File: src/pkg/pecl_defines.svh
// Offsets, field positions, reset values and timing counts of the
// per-port error counter and indicator control bank.
// Assumes a 200 MHz system clock and register-level management access.
`ifndef PECL_DEFINES_SVH
`define PECL_DEFINES_SVH

// ----------------------------------------------------------------------
// Register addresses
// ----------------------------------------------------------------------
`define PECL_ADDR_RX_ERROR_FRAME   5'h15
`define PECL_ADDR_RX_SYMBOL_ERROR  5'h16
`define PECL_ADDR_RX_PREMATURE_END 5'h17
`define PECL_ADDR_RX_EOF_ERROR     5'h18
`define PECL_ADDR_TX_JABBER        5'h19
`define PECL_ADDR_RESERVED_SLOT    5'h1a
`define PECL_ADDR_LED_JABBER_CTRL  5'h1b

// ----------------------------------------------------------------------
// Fields and reset values
// ----------------------------------------------------------------------
`define PECL_NUM_COUNTERS          5
`define PECL_CNT_FULL              16'hffff
`define PECL_CNT_ZERO              16'h0000
`define PECL_CNT_ONE               16'h0001
`define PECL_CTRL_BLINK_OFF_BIT    4
`define PECL_CTRL_CRS_CUT_BIT      3
`define PECL_CTRL_SEL_HI           2
`define PECL_CTRL_SEL_LO           0
`define PECL_CTRL_RESET            5'h00
`define PECL_RSVD_READ             16'h0000

// ----------------------------------------------------------------------
// Timing
// ----------------------------------------------------------------------
`define PECL_CLK_MHZ               200
`define PECL_BLINK_HALF_MS         50
`define PECL_BLINK_HALF_CYCLES     (`PECL_BLINK_HALF_MS * `PECL_CLK_MHZ * 1000)

`endif

File: src/pkg/pecl_pkg.sv
// Types shared by the error counter and indicator control bank.
// Assumes the defines header is compiled alongside.
`default_nettype none

package pecl_pkg;

    // Line-side event pulses, one cycle each
    typedef struct packed {
        logic rx100_sym_err;    // Symbol error seen
        logic rx100_frame_end;  // Receive frame has ended
        logic rx100_tr_seen;    // T/R pair closed the frame (with frame_end)
        logic rx10_eof_err;     // 10 Mb/s end-of-frame error
        logic tx10_jabber;      // 10 Mb/s jabber detected
    } pecl_evt_t;

    // Line status levels
    typedef struct packed {
        logic link;
        logic activity;
        logic speed_100;
        logic collision;
        logic fast_jabber;      // PHY in 100 Mb/s jabber
        logic crs;              // Raw carrier sense
    } pecl_line_t;

    // Indicator drive, high lights the lamp
    typedef struct packed {
        logic first_indicator;
        logic second_indicator;
        logic third_indicator;
    } pecl_led_t;

    typedef enum logic [2:0] {
        PECL_SEL_LNKACT_SPD_COL,
        PECL_SEL_COL_SPD_SPD,
        PECL_SEL_LNK_SPD_SPD,
        PECL_SEL_COL_SPD_ACT,
        PECL_SEL_OFF_SPD_OFF,
        PECL_SEL_ON_SPD_OFF,
        PECL_SEL_OFF_SPD_ON,
        PECL_SEL_ON_SPD_ON
    } pecl_sel_t;

endpackage

`default_nettype wire

File: src/design/pecl_top.sv
// Per-port error counters, indicator select and carrier sense cut.
// Assumes event pulses and line levels are synchronous to sys_clk and
// that management framing is decoded outside into read/write strobes.
`include "pecl_defines.svh"
`default_nettype none

module pecl_top
    import pecl_pkg::*;
#(
    parameter int unsigned BLINK_HALF_CYCLES = `PECL_BLINK_HALF_CYCLES
) (
    input  wire logic        sys_clk,      // 200 MHz clock
    input  wire logic        rst_b,        // Synchronous reset, active low
    input  wire logic [4:0]  mgmt_addr,    // Register address
    input  wire logic        mgmt_rd,      // Read strobe, one cycle
    input  wire logic        mgmt_wr,      // Write strobe, one cycle
    input  wire logic [15:0] mgmt_wdata,   // Write data
    output logic      [15:0] mgmt_rdata,   // Read data, registered
    output logic             mgmt_rvalid,  // Read data valid, one cycle
    input  wire pecl_evt_t   evt,          // Event pulses
    input  wire pecl_line_t  line,         // Line status levels
    output pecl_led_t        led,          // Indicator drive
    output logic             crs_out       // Carrier sense after jabber cut
);

    // ------------------------------------------------------------------
    // Control register
    // ------------------------------------------------------------------
    logic [4:0] ctrl_reg;
    logic       blink_off;
    logic       crs_cut_en;
    pecl_sel_t  sel;

    always_ff @(posedge sys_clk) begin
        if (!rst_b) begin
            ctrl_reg <= `PECL_CTRL_RESET;
        end else if (mgmt_wr && mgmt_addr == `PECL_ADDR_LED_JABBER_CTRL) begin
            ctrl_reg <= mgmt_wdata[4:0];
        end
    end

    assign blink_off  = ctrl_reg[`PECL_CTRL_BLINK_OFF_BIT];
    assign crs_cut_en = ctrl_reg[`PECL_CTRL_CRS_CUT_BIT];
    assign sel        = pecl_sel_t'(ctrl_reg[`PECL_CTRL_SEL_HI:`PECL_CTRL_SEL_LO]);

    // ------------------------------------------------------------------
    // Frame error tracking
    // ------------------------------------------------------------------
    // Any error inside a frame marks it once, however many errors follow
    logic frame_err_reg;
    logic premature_end;
    logic frame_bad;

    assign premature_end = evt.rx100_frame_end && !evt.rx100_tr_seen;
    assign frame_bad     = evt.rx100_frame_end
                           && (frame_err_reg || evt.rx100_sym_err || premature_end);

    always_ff @(posedge sys_clk) begin
        if (!rst_b) begin
            frame_err_reg <= 1'b0;
        end else if (evt.rx100_frame_end) begin
            frame_err_reg <= 1'b0;
        end else if (evt.rx100_sym_err) begin
            frame_err_reg <= 1'b1;
        end
    end

    // ------------------------------------------------------------------
    // Saturating read-clear counters
    // ------------------------------------------------------------------
    logic [`PECL_NUM_COUNTERS-1:0] cnt_inc;
    logic [`PECL_NUM_COUNTERS-1:0] cnt_rd;
    logic [15:0]                   cnt_reg [`PECL_NUM_COUNTERS];

    assign cnt_inc[0] = frame_bad;
    assign cnt_inc[1] = evt.rx100_sym_err;
    assign cnt_inc[2] = premature_end;
    assign cnt_inc[3] = evt.rx10_eof_err;
    assign cnt_inc[4] = evt.tx10_jabber;

    genvar gi;
    generate
        for (gi = 0; gi < `PECL_NUM_COUNTERS; gi++) begin : g_cnt
            assign cnt_rd[gi] = mgmt_rd
                && mgmt_addr == `PECL_ADDR_RX_ERROR_FRAME + 5'(gi);
            always_ff @(posedge sys_clk) begin
                if (!rst_b) begin
                    cnt_reg[gi] <= `PECL_CNT_ZERO;
                end else if (cnt_rd[gi]) begin
                    // Event during the read is kept for the next read
                    cnt_reg[gi] <= cnt_inc[gi] ? `PECL_CNT_ONE
                                               : `PECL_CNT_ZERO;
                end else if (cnt_inc[gi] && cnt_reg[gi] != `PECL_CNT_FULL) begin
                    cnt_reg[gi] <= cnt_reg[gi] + `PECL_CNT_ONE;
                end
            end
        end
    endgenerate

    // ------------------------------------------------------------------
    // Management read path
    // ------------------------------------------------------------------
    logic [15:0] rdata_next;

    always_comb begin
        rdata_next = `PECL_CNT_ZERO;
        case (mgmt_addr)
            `PECL_ADDR_RX_ERROR_FRAME:   rdata_next = cnt_reg[0];
            `PECL_ADDR_RX_SYMBOL_ERROR:  rdata_next = cnt_reg[1];
            `PECL_ADDR_RX_PREMATURE_END: rdata_next = cnt_reg[2];
            `PECL_ADDR_RX_EOF_ERROR:     rdata_next = cnt_reg[3];
            `PECL_ADDR_TX_JABBER:        rdata_next = cnt_reg[4];
            `PECL_ADDR_RESERVED_SLOT:    rdata_next = `PECL_RSVD_READ;
            `PECL_ADDR_LED_JABBER_CTRL:  rdata_next = {11'h000, ctrl_reg};
            default:                     rdata_next = `PECL_CNT_ZERO;
        endcase
    end

    always_ff @(posedge sys_clk) begin
        if (!rst_b) begin
            mgmt_rdata  <= `PECL_CNT_ZERO;
            mgmt_rvalid <= 1'b0;
        end else begin
            mgmt_rvalid <= mgmt_rd;
            if (mgmt_rd) begin
                mgmt_rdata <= rdata_next;
            end
        end
    end

    // ------------------------------------------------------------------
    // Blink divider
    // ------------------------------------------------------------------
    // Long count kept as a parameter so simulation can shorten it
    logic [31:0] blink_cnt_reg;
    logic        blink_phase_reg;
    logic        blink_tick;

    assign blink_tick = (blink_cnt_reg == BLINK_HALF_CYCLES - 1);

    always_ff @(posedge sys_clk) begin
        if (!rst_b) begin
            blink_cnt_reg   <= 32'h0000_0000;
            blink_phase_reg <= 1'b0;
        end else if (blink_tick) begin
            blink_cnt_reg   <= 32'h0000_0000;
            blink_phase_reg <= !blink_phase_reg;
        end else begin
            blink_cnt_reg   <= blink_cnt_reg + 32'h0000_0001;
        end
    end

    // ------------------------------------------------------------------
    // Indicators and carrier sense
    // ------------------------------------------------------------------
    logic      act_lamp;
    pecl_led_t led_next;

    // Activity flashes with the divider unless blinking is disabled
    assign act_lamp = line.activity && (blink_off || blink_phase_reg);

    always_comb begin
        led_next.second_indicator = line.speed_100;
        led_next.first_indicator  = 1'b0;
        led_next.third_indicator  = 1'b0;
        case (sel)
            PECL_SEL_LNKACT_SPD_COL: begin
                led_next.first_indicator = line.link && !act_lamp;
                led_next.third_indicator = line.collision;
            end
            PECL_SEL_COL_SPD_SPD: begin
                led_next.first_indicator = line.collision;
                led_next.third_indicator = line.speed_100;
            end
            PECL_SEL_LNK_SPD_SPD: begin
                led_next.first_indicator = line.link;
                led_next.third_indicator = line.speed_100;
            end
            PECL_SEL_COL_SPD_ACT: begin
                led_next.first_indicator = line.collision;
                led_next.third_indicator = act_lamp;
            end
            PECL_SEL_OFF_SPD_OFF: begin
                led_next.first_indicator = 1'b0;
                led_next.third_indicator = 1'b0;
            end
            PECL_SEL_ON_SPD_OFF: begin
                led_next.first_indicator = 1'b1;
                led_next.third_indicator = 1'b0;
            end
            PECL_SEL_OFF_SPD_ON: begin
                led_next.first_indicator = 1'b0;
                led_next.third_indicator = 1'b1;
            end
            PECL_SEL_ON_SPD_ON: begin
                led_next.first_indicator = 1'b1;
                led_next.third_indicator = 1'b1;
            end
            default: begin
                led_next.first_indicator = 1'b0;
                led_next.third_indicator = 1'b0;
            end
        endcase
    end

    always_ff @(posedge sys_clk) begin
        if (!rst_b) begin
            led     <= '0;
            crs_out <= 1'b0;
        end else begin
            led     <= led_next;
            crs_out <= line.crs && !(crs_cut_en && line.fast_jabber);
        end
    end

    // ------------------------------------------------------------------
    // Assertions
    // ------------------------------------------------------------------
    property p_frame_once;
        @(posedge sys_clk) disable iff (!rst_b)
        evt.rx100_sym_err && !evt.rx100_frame_end ##1
        (evt.rx100_sym_err && evt.rx100_frame_end && !cnt_rd[0]
         && cnt_reg[0] != `PECL_CNT_FULL)
        |=> cnt_reg[0] == $past(cnt_reg[0]) + `PECL_CNT_ONE;
    endproperty
    a_frame_once: assert property (p_frame_once)
        else $error("Errored frame not counted exactly once");

    property p_clean_frame;
        @(posedge sys_clk) disable iff (!rst_b)
        evt.rx100_frame_end && evt.rx100_tr_seen && !frame_err_reg
        && !evt.rx100_sym_err && !cnt_rd[0] |=> $stable(cnt_reg[0]);
    endproperty
    a_clean_frame: assert property (p_clean_frame)
        else $error("Clean frame counted as errored");

    property p_saturate;
        @(posedge sys_clk) disable iff (!rst_b)
        cnt_reg[1] == `PECL_CNT_FULL && !cnt_rd[1] |=> cnt_reg[1] == `PECL_CNT_FULL;
    endproperty
    a_saturate: assert property (p_saturate)
        else $error("Symbol error counter wrapped");

    property p_sym_inc;
        @(posedge sys_clk) disable iff (!rst_b)
        evt.rx100_sym_err && !cnt_rd[1] && cnt_reg[1] != `PECL_CNT_FULL
        |=> cnt_reg[1] == $past(cnt_reg[1]) + `PECL_CNT_ONE;
    endproperty
    a_sym_inc: assert property (p_sym_inc)
        else $error("Symbol error not counted");

    property p_premature;
        @(posedge sys_clk) disable iff (!rst_b)
        evt.rx100_frame_end && !evt.rx100_tr_seen && !cnt_rd[2]
        && cnt_reg[2] != `PECL_CNT_FULL
        |=> cnt_reg[2] == $past(cnt_reg[2]) + `PECL_CNT_ONE;
    endproperty
    a_premature: assert property (p_premature)
        else $error("Premature end not counted");

    property p_eof_jab;
        @(posedge sys_clk) disable iff (!rst_b)
        evt.rx10_eof_err && !cnt_rd[3] && !evt.tx10_jabber && !cnt_rd[4]
        && cnt_reg[3] != `PECL_CNT_FULL
        |=> cnt_reg[3] == $past(cnt_reg[3]) + `PECL_CNT_ONE && $stable(cnt_reg[4]);
    endproperty
    a_eof_jab: assert property (p_eof_jab)
        else $error("End-of-frame or jabber counter misbehaved");

    property p_read_clear;
        @(posedge sys_clk) disable iff (!rst_b)
        mgmt_rd && mgmt_addr == `PECL_ADDR_TX_JABBER && !evt.tx10_jabber
        |=> mgmt_rvalid && mgmt_rdata == $past(cnt_reg[4])
            && cnt_reg[4] == `PECL_CNT_ZERO;
    endproperty
    a_read_clear: assert property (p_read_clear)
        else $error("Read did not return and clear the count");

    property p_read_and_inc;
        @(posedge sys_clk) disable iff (!rst_b)
        cnt_rd[1] && evt.rx100_sym_err |=> cnt_reg[1] == `PECL_CNT_ONE;
    endproperty
    a_read_and_inc: assert property (p_read_and_inc)
        else $error("Event lost or doubled during read");

    property p_reset_zero;
        @(posedge sys_clk) disable iff (!rst_b)
        $rose(rst_b) |-> cnt_reg[0] == `PECL_CNT_ZERO && cnt_reg[4] == `PECL_CNT_ZERO;
    endproperty
    a_reset_zero: assert property (p_reset_zero)
        else $error("Counters not zero after reset");

    property p_no_blink;
        @(posedge sys_clk) disable iff (!rst_b)
        blink_off && sel == PECL_SEL_COL_SPD_ACT && line.activity
        |=> led.third_indicator;
    endproperty
    a_no_blink: assert property (p_no_blink)
        else $error("Activity lamp blinked with blinking disabled");

    property p_crs_cut;
        @(posedge sys_clk) disable iff (!rst_b)
        line.crs |=> crs_out == !($past(crs_cut_en) && $past(line.fast_jabber));
    endproperty
    a_crs_cut: assert property (p_crs_cut)
        else $error("Carrier sense cut wrong");

    property p_led_sel;
        @(posedge sys_clk) disable iff (!rst_b)
        sel == PECL_SEL_ON_SPD_OFF |=> led.first_indicator && !led.third_indicator
            && led.second_indicator == $past(line.speed_100);
    endproperty
    a_led_sel: assert property (p_led_sel)
        else $error("Indicator select mapping wrong");

    c_sat:     cover property (@(posedge sys_clk) disable iff (!rst_b)
                   cnt_reg[1] == `PECL_CNT_FULL && evt.rx100_sym_err);
    c_coinc:   cover property (@(posedge sys_clk) disable iff (!rst_b)
                   cnt_rd[1] && cnt_inc[1]);
    c_prem:    cover property (@(posedge sys_clk) disable iff (!rst_b) premature_end);
    c_crs_cut: cover property (@(posedge sys_clk) disable iff (!rst_b)
                   line.crs && crs_cut_en && line.fast_jabber);

endmodule

`default_nettype wire

File: config.mk
export PLATFORM = sky130hd
export DESIGN_NAME = pecl_top
export DESIGN_NICKNAME = d
export VERILOG_FILES = /design/src/pkg/pecl_pkg.sv /design/src/design/pecl_top.sv
export VERILOG_INCLUDE_DIRS = /design/src /design/src/pkg
export SDC_FILE = /design/constraint.sdc
export NUM_CORES = 1
export LEC_CHECK = 0
export BUFFER_PORTS_ARGS = -buffer_cell sky130_fd_sc_hd__buf_2
export CORE_UTILIZATION = 37
export CTS_CLUSTER_SIZE = 40
export DETAILED_ROUTE_END_ITERATION = 12
export GPL_TIMING_DRIVEN = 1
export HOLD_SLACK_MARGIN = 0.08
export PLACE_DENSITY = 0.56
export SLEW_MARGIN = 5
export SYNTH_ARGS = -nofsm -noshare
export SYNTH_HDL_FRONTEND = slang
export SYNTH_SLANG_ARGS = --single-unit
export TNS_END_PERCENT = 1
File: constraint.sdc
create_clock -name sys_clk -period 7.3 [get_ports sys_clk]
set_input_delay 0.365 -clock sys_clk [delete_from_list [all_inputs] [get_ports sys_clk]]
set_output_delay 0.365 -clock sys_clk [all_outputs]
set_load 0.02 [all_outputs]
==> metrics <==
GRT Util Overall 18.4%; post-synthesis cell type count 62; CORE AREA 20,200 um^2; met2 WL 8.37 mm; max FFs per register 80; detailed-route DRC error count 0; status finished clean; Overflow after GRT 0; Final WS setup 4170 ps; share of cells above drive strength 1 13.0%; multiplexer share of the synthesized area 2.48%; Final Hold Vio Count 0; Synth Area in Simple Gates 22.5%; Ports 57; clock share of power 43.3%; CP required 7230 ps; Post-Route Setup TNS 0 ps; CP max stage cell nand3_1; worst reg-to-reg setup slack 4170 ps; Worst-Margin Slew 1190 ps; vias in the first global route 5,725; Slew Limit Fails 0; async set or reset register ratio after synthesis 0%; sequential share of the synthesized area 47.3%; most frequent cells in the layout nor2_1, edfxtp_1, dfxtp_1; Synth Register Bits 140; Area after DPL 8040 um^2; final std cell area, no fill 8590 um^2; Max Freq 0.319 GHz; area fraction of the dominant cell type after synthesis 31.6%; Synth area leader edfxtp_1; 1st-pass router iterations 7; antenna violations before repair 0; Avg WL per Cell 17.2 um; Detailed Route Iter0 Violations 443; Cell Area, Synth 7610 um^2; worst slack, placed 4100 ps; starting density of the core 37.6%; RSZ-0062 raised after global routing false; Clk Latency, worst-skew pair 420 ps; ranking of synthesized cells by area edfxtp_1, dfxtp_1, xnor2_1; Comb pwr share 7.5%; Die X 145 um; adder-cell area share of the yosys netlist 0.986%; syn nets 824; ordered cell list for the critical path ha_1, nand4_1, or4_4, o21bai_2, nand3_1; Post-DP HPWL 13.4 mm; final setup violation count 0; Compound-Gate Fraction of Synth Area 14.7%; number of max-cap violations 0; CTS tree done; diodes inserted 0; Highest Signal Layer met4; Routability Congestion 0.821; Die Y 145 um; H-tree depth 4; hold_buf cts 0; synthesized instance count 782; Post-DRT Antenna Nets 0; Synth Warn # 0; Post-CTS Setup Repair Bufs 0; cts bufs inserted 17; CP Capture Type flop; via count 6,115; number of synthesized flops with an enable pin 80; largest net degree at the start of global routing 31; Rel. slew slack 20.2%; P_sw 0.479 mW; clock skew 12.4 ps; worst vdd ir 0.145 mV; CTS Buffer Depth 2; met3 WL 1.04 mm; Buf/Inv on CP 0; Avg Synthesized Cell Area 9.74 um^2; WHS 113 ps; fin crit share 42.9%; clock sinks 140; num rows 52; prevailing post-synth register cell edfxtp_1; DR vias/cell 5.58; fill cell count 2,013; Reg clk slew, reported paths 60 ps; DIE AREA 21,200 um^2; CTS Root Buffer Type clkbuf_16; commonest non-fill, non-tap cell in the layout nor2_1; largest family of logic cells by synthesized area simple AND/OR/NAND/NOR gates; Final min period 3130 ps; arrival time worst endpoint 3060 ps; fin nets 855; Largest delay share family, worst path simple AND/OR/NAND/NOR gates; Post-Route WL 18.9 mm; Hold Path Class primary input to flop; first-pass GRT wire length 30.8 mm; Post-CTS Resized 0; CP Class flop to flop; Pwr Density 220 nW/um^2; Int Power 1.41 mW; Max FO, Critical Path 16; xor/xnor share of the synthesized area 8.05%; overall power 1.89 mW; Port Buf Inserts 45; critical path startpoint category flop; CP peak stage delay 700 ps; wl on met1 9.23 mm; Lkg Pwr 2.84 nW; Area Growth Syn to Fin 12.9%; Flop pwr share 49.2%; switching share of power 25.3%
## power groups by stage
| stage | clock [mW] | sequential, mW | combinational, mW |
|---|---|---|---|
| after floorplan | 0 | 0.931 | 0.0982 |
| after global placement | 0 | 0.946 | 0.141 |
| after detailed placement | 0 | 0.947 | 0.142 |
| after CTS | 0.836 | 0.930 | 0.142 |
| after global routing | 0.867 | 0.937 | 0.158 |
| final | 0.818 | 0.930 | 0.142 |
## per-stage QoR
| step | utilization, % | std cells |
|---|---|---|
| floorplan | - | 782 |
| global placement | 39.7 | 1064 |
| detailed placement | 39.7 | 1064 |
| CTS | 42.5 | 1096 |
| global route | 42.5 | 1096 |
| finish | 42.5 | 1096 |
## cell families after synthesis
logic type	count (synthesis)
adder cells (fa/ha/maj)	6
AND/OR/NAND/NOR	326
multiplexers	17
XOR/XNOR	70
flip-flops	140
buffers and inverters	68
AO/OA/AOI/OAI	155
## synthesized netlist by cell type (11+ instances only)
library cell,instances
or3_1,20
o21ai_0,25
buf_2,15
a21oi_1,38
o31ai_1,14
edfxtp_1,80
nor4_1,21
and3_1,14
a32o_1,11
a22o_1,11
a31oi_1,11
mux2_2,15
inv_1,27
clkbuf_1,19
nor3_1,11
xnor2_1,46
nand4_1,32
xor2_1,24
nor2_1,87
nand2_1,48
nand3_1,45
dfxtp_1,60
or4_1,14
## worst paths after layout
kind / from / endpoint / depth (start not counted)
worst max-delay path: cnt_reg[3][0]$_DFFE_PP_ / cnt_reg[3][14]$_SDFFCE_PN0P_ / 5
worst min-delay path: line[1] / crs_out$_SDFF_PN0_ / 2
worst max register to register: cnt_reg[3][0]$_DFFE_PP_ / cnt_reg[3][14]$_SDFFCE_PN0P_ / 5
worst min register to register: ctrl_reg[3]$_SDFFE_PN0P_ / crs_out$_SDFF_PN0_ / 1
## layout make-up
| type | instances | area, um^2 | area share, % |
|---|---|---|---|
| clock buffer | 23 | 493 | 5.74 |
| tap | 270 | 338 | 3.93 |
| inverter | 28 | 105 | 1.22 |
| multi-input combinational | 574 | 3720 | 43.3 |
| sequential | 140 | 3600 | 41.9 |
| clock inverter | 9 | 58.8 | 0.684 |
| timing repair buffer | 52 | 278 | 3.23 |
## per-layer routing
layer,track usage (%),up-vias
met3,3.79,15
met2,27.7,144
met5,0,-
met1,26.5,2918
li1,-,3038
met4,5.68,0
## worst register-to-register path: stages (launching register included)
cell and delay, ps:
edfxtp_1 420, ha_1 250, nand4_1 170, or4_4 590
o21bai_2 520, nand3_1 700
Note: power is estimated with default switching activity, not from simulation.
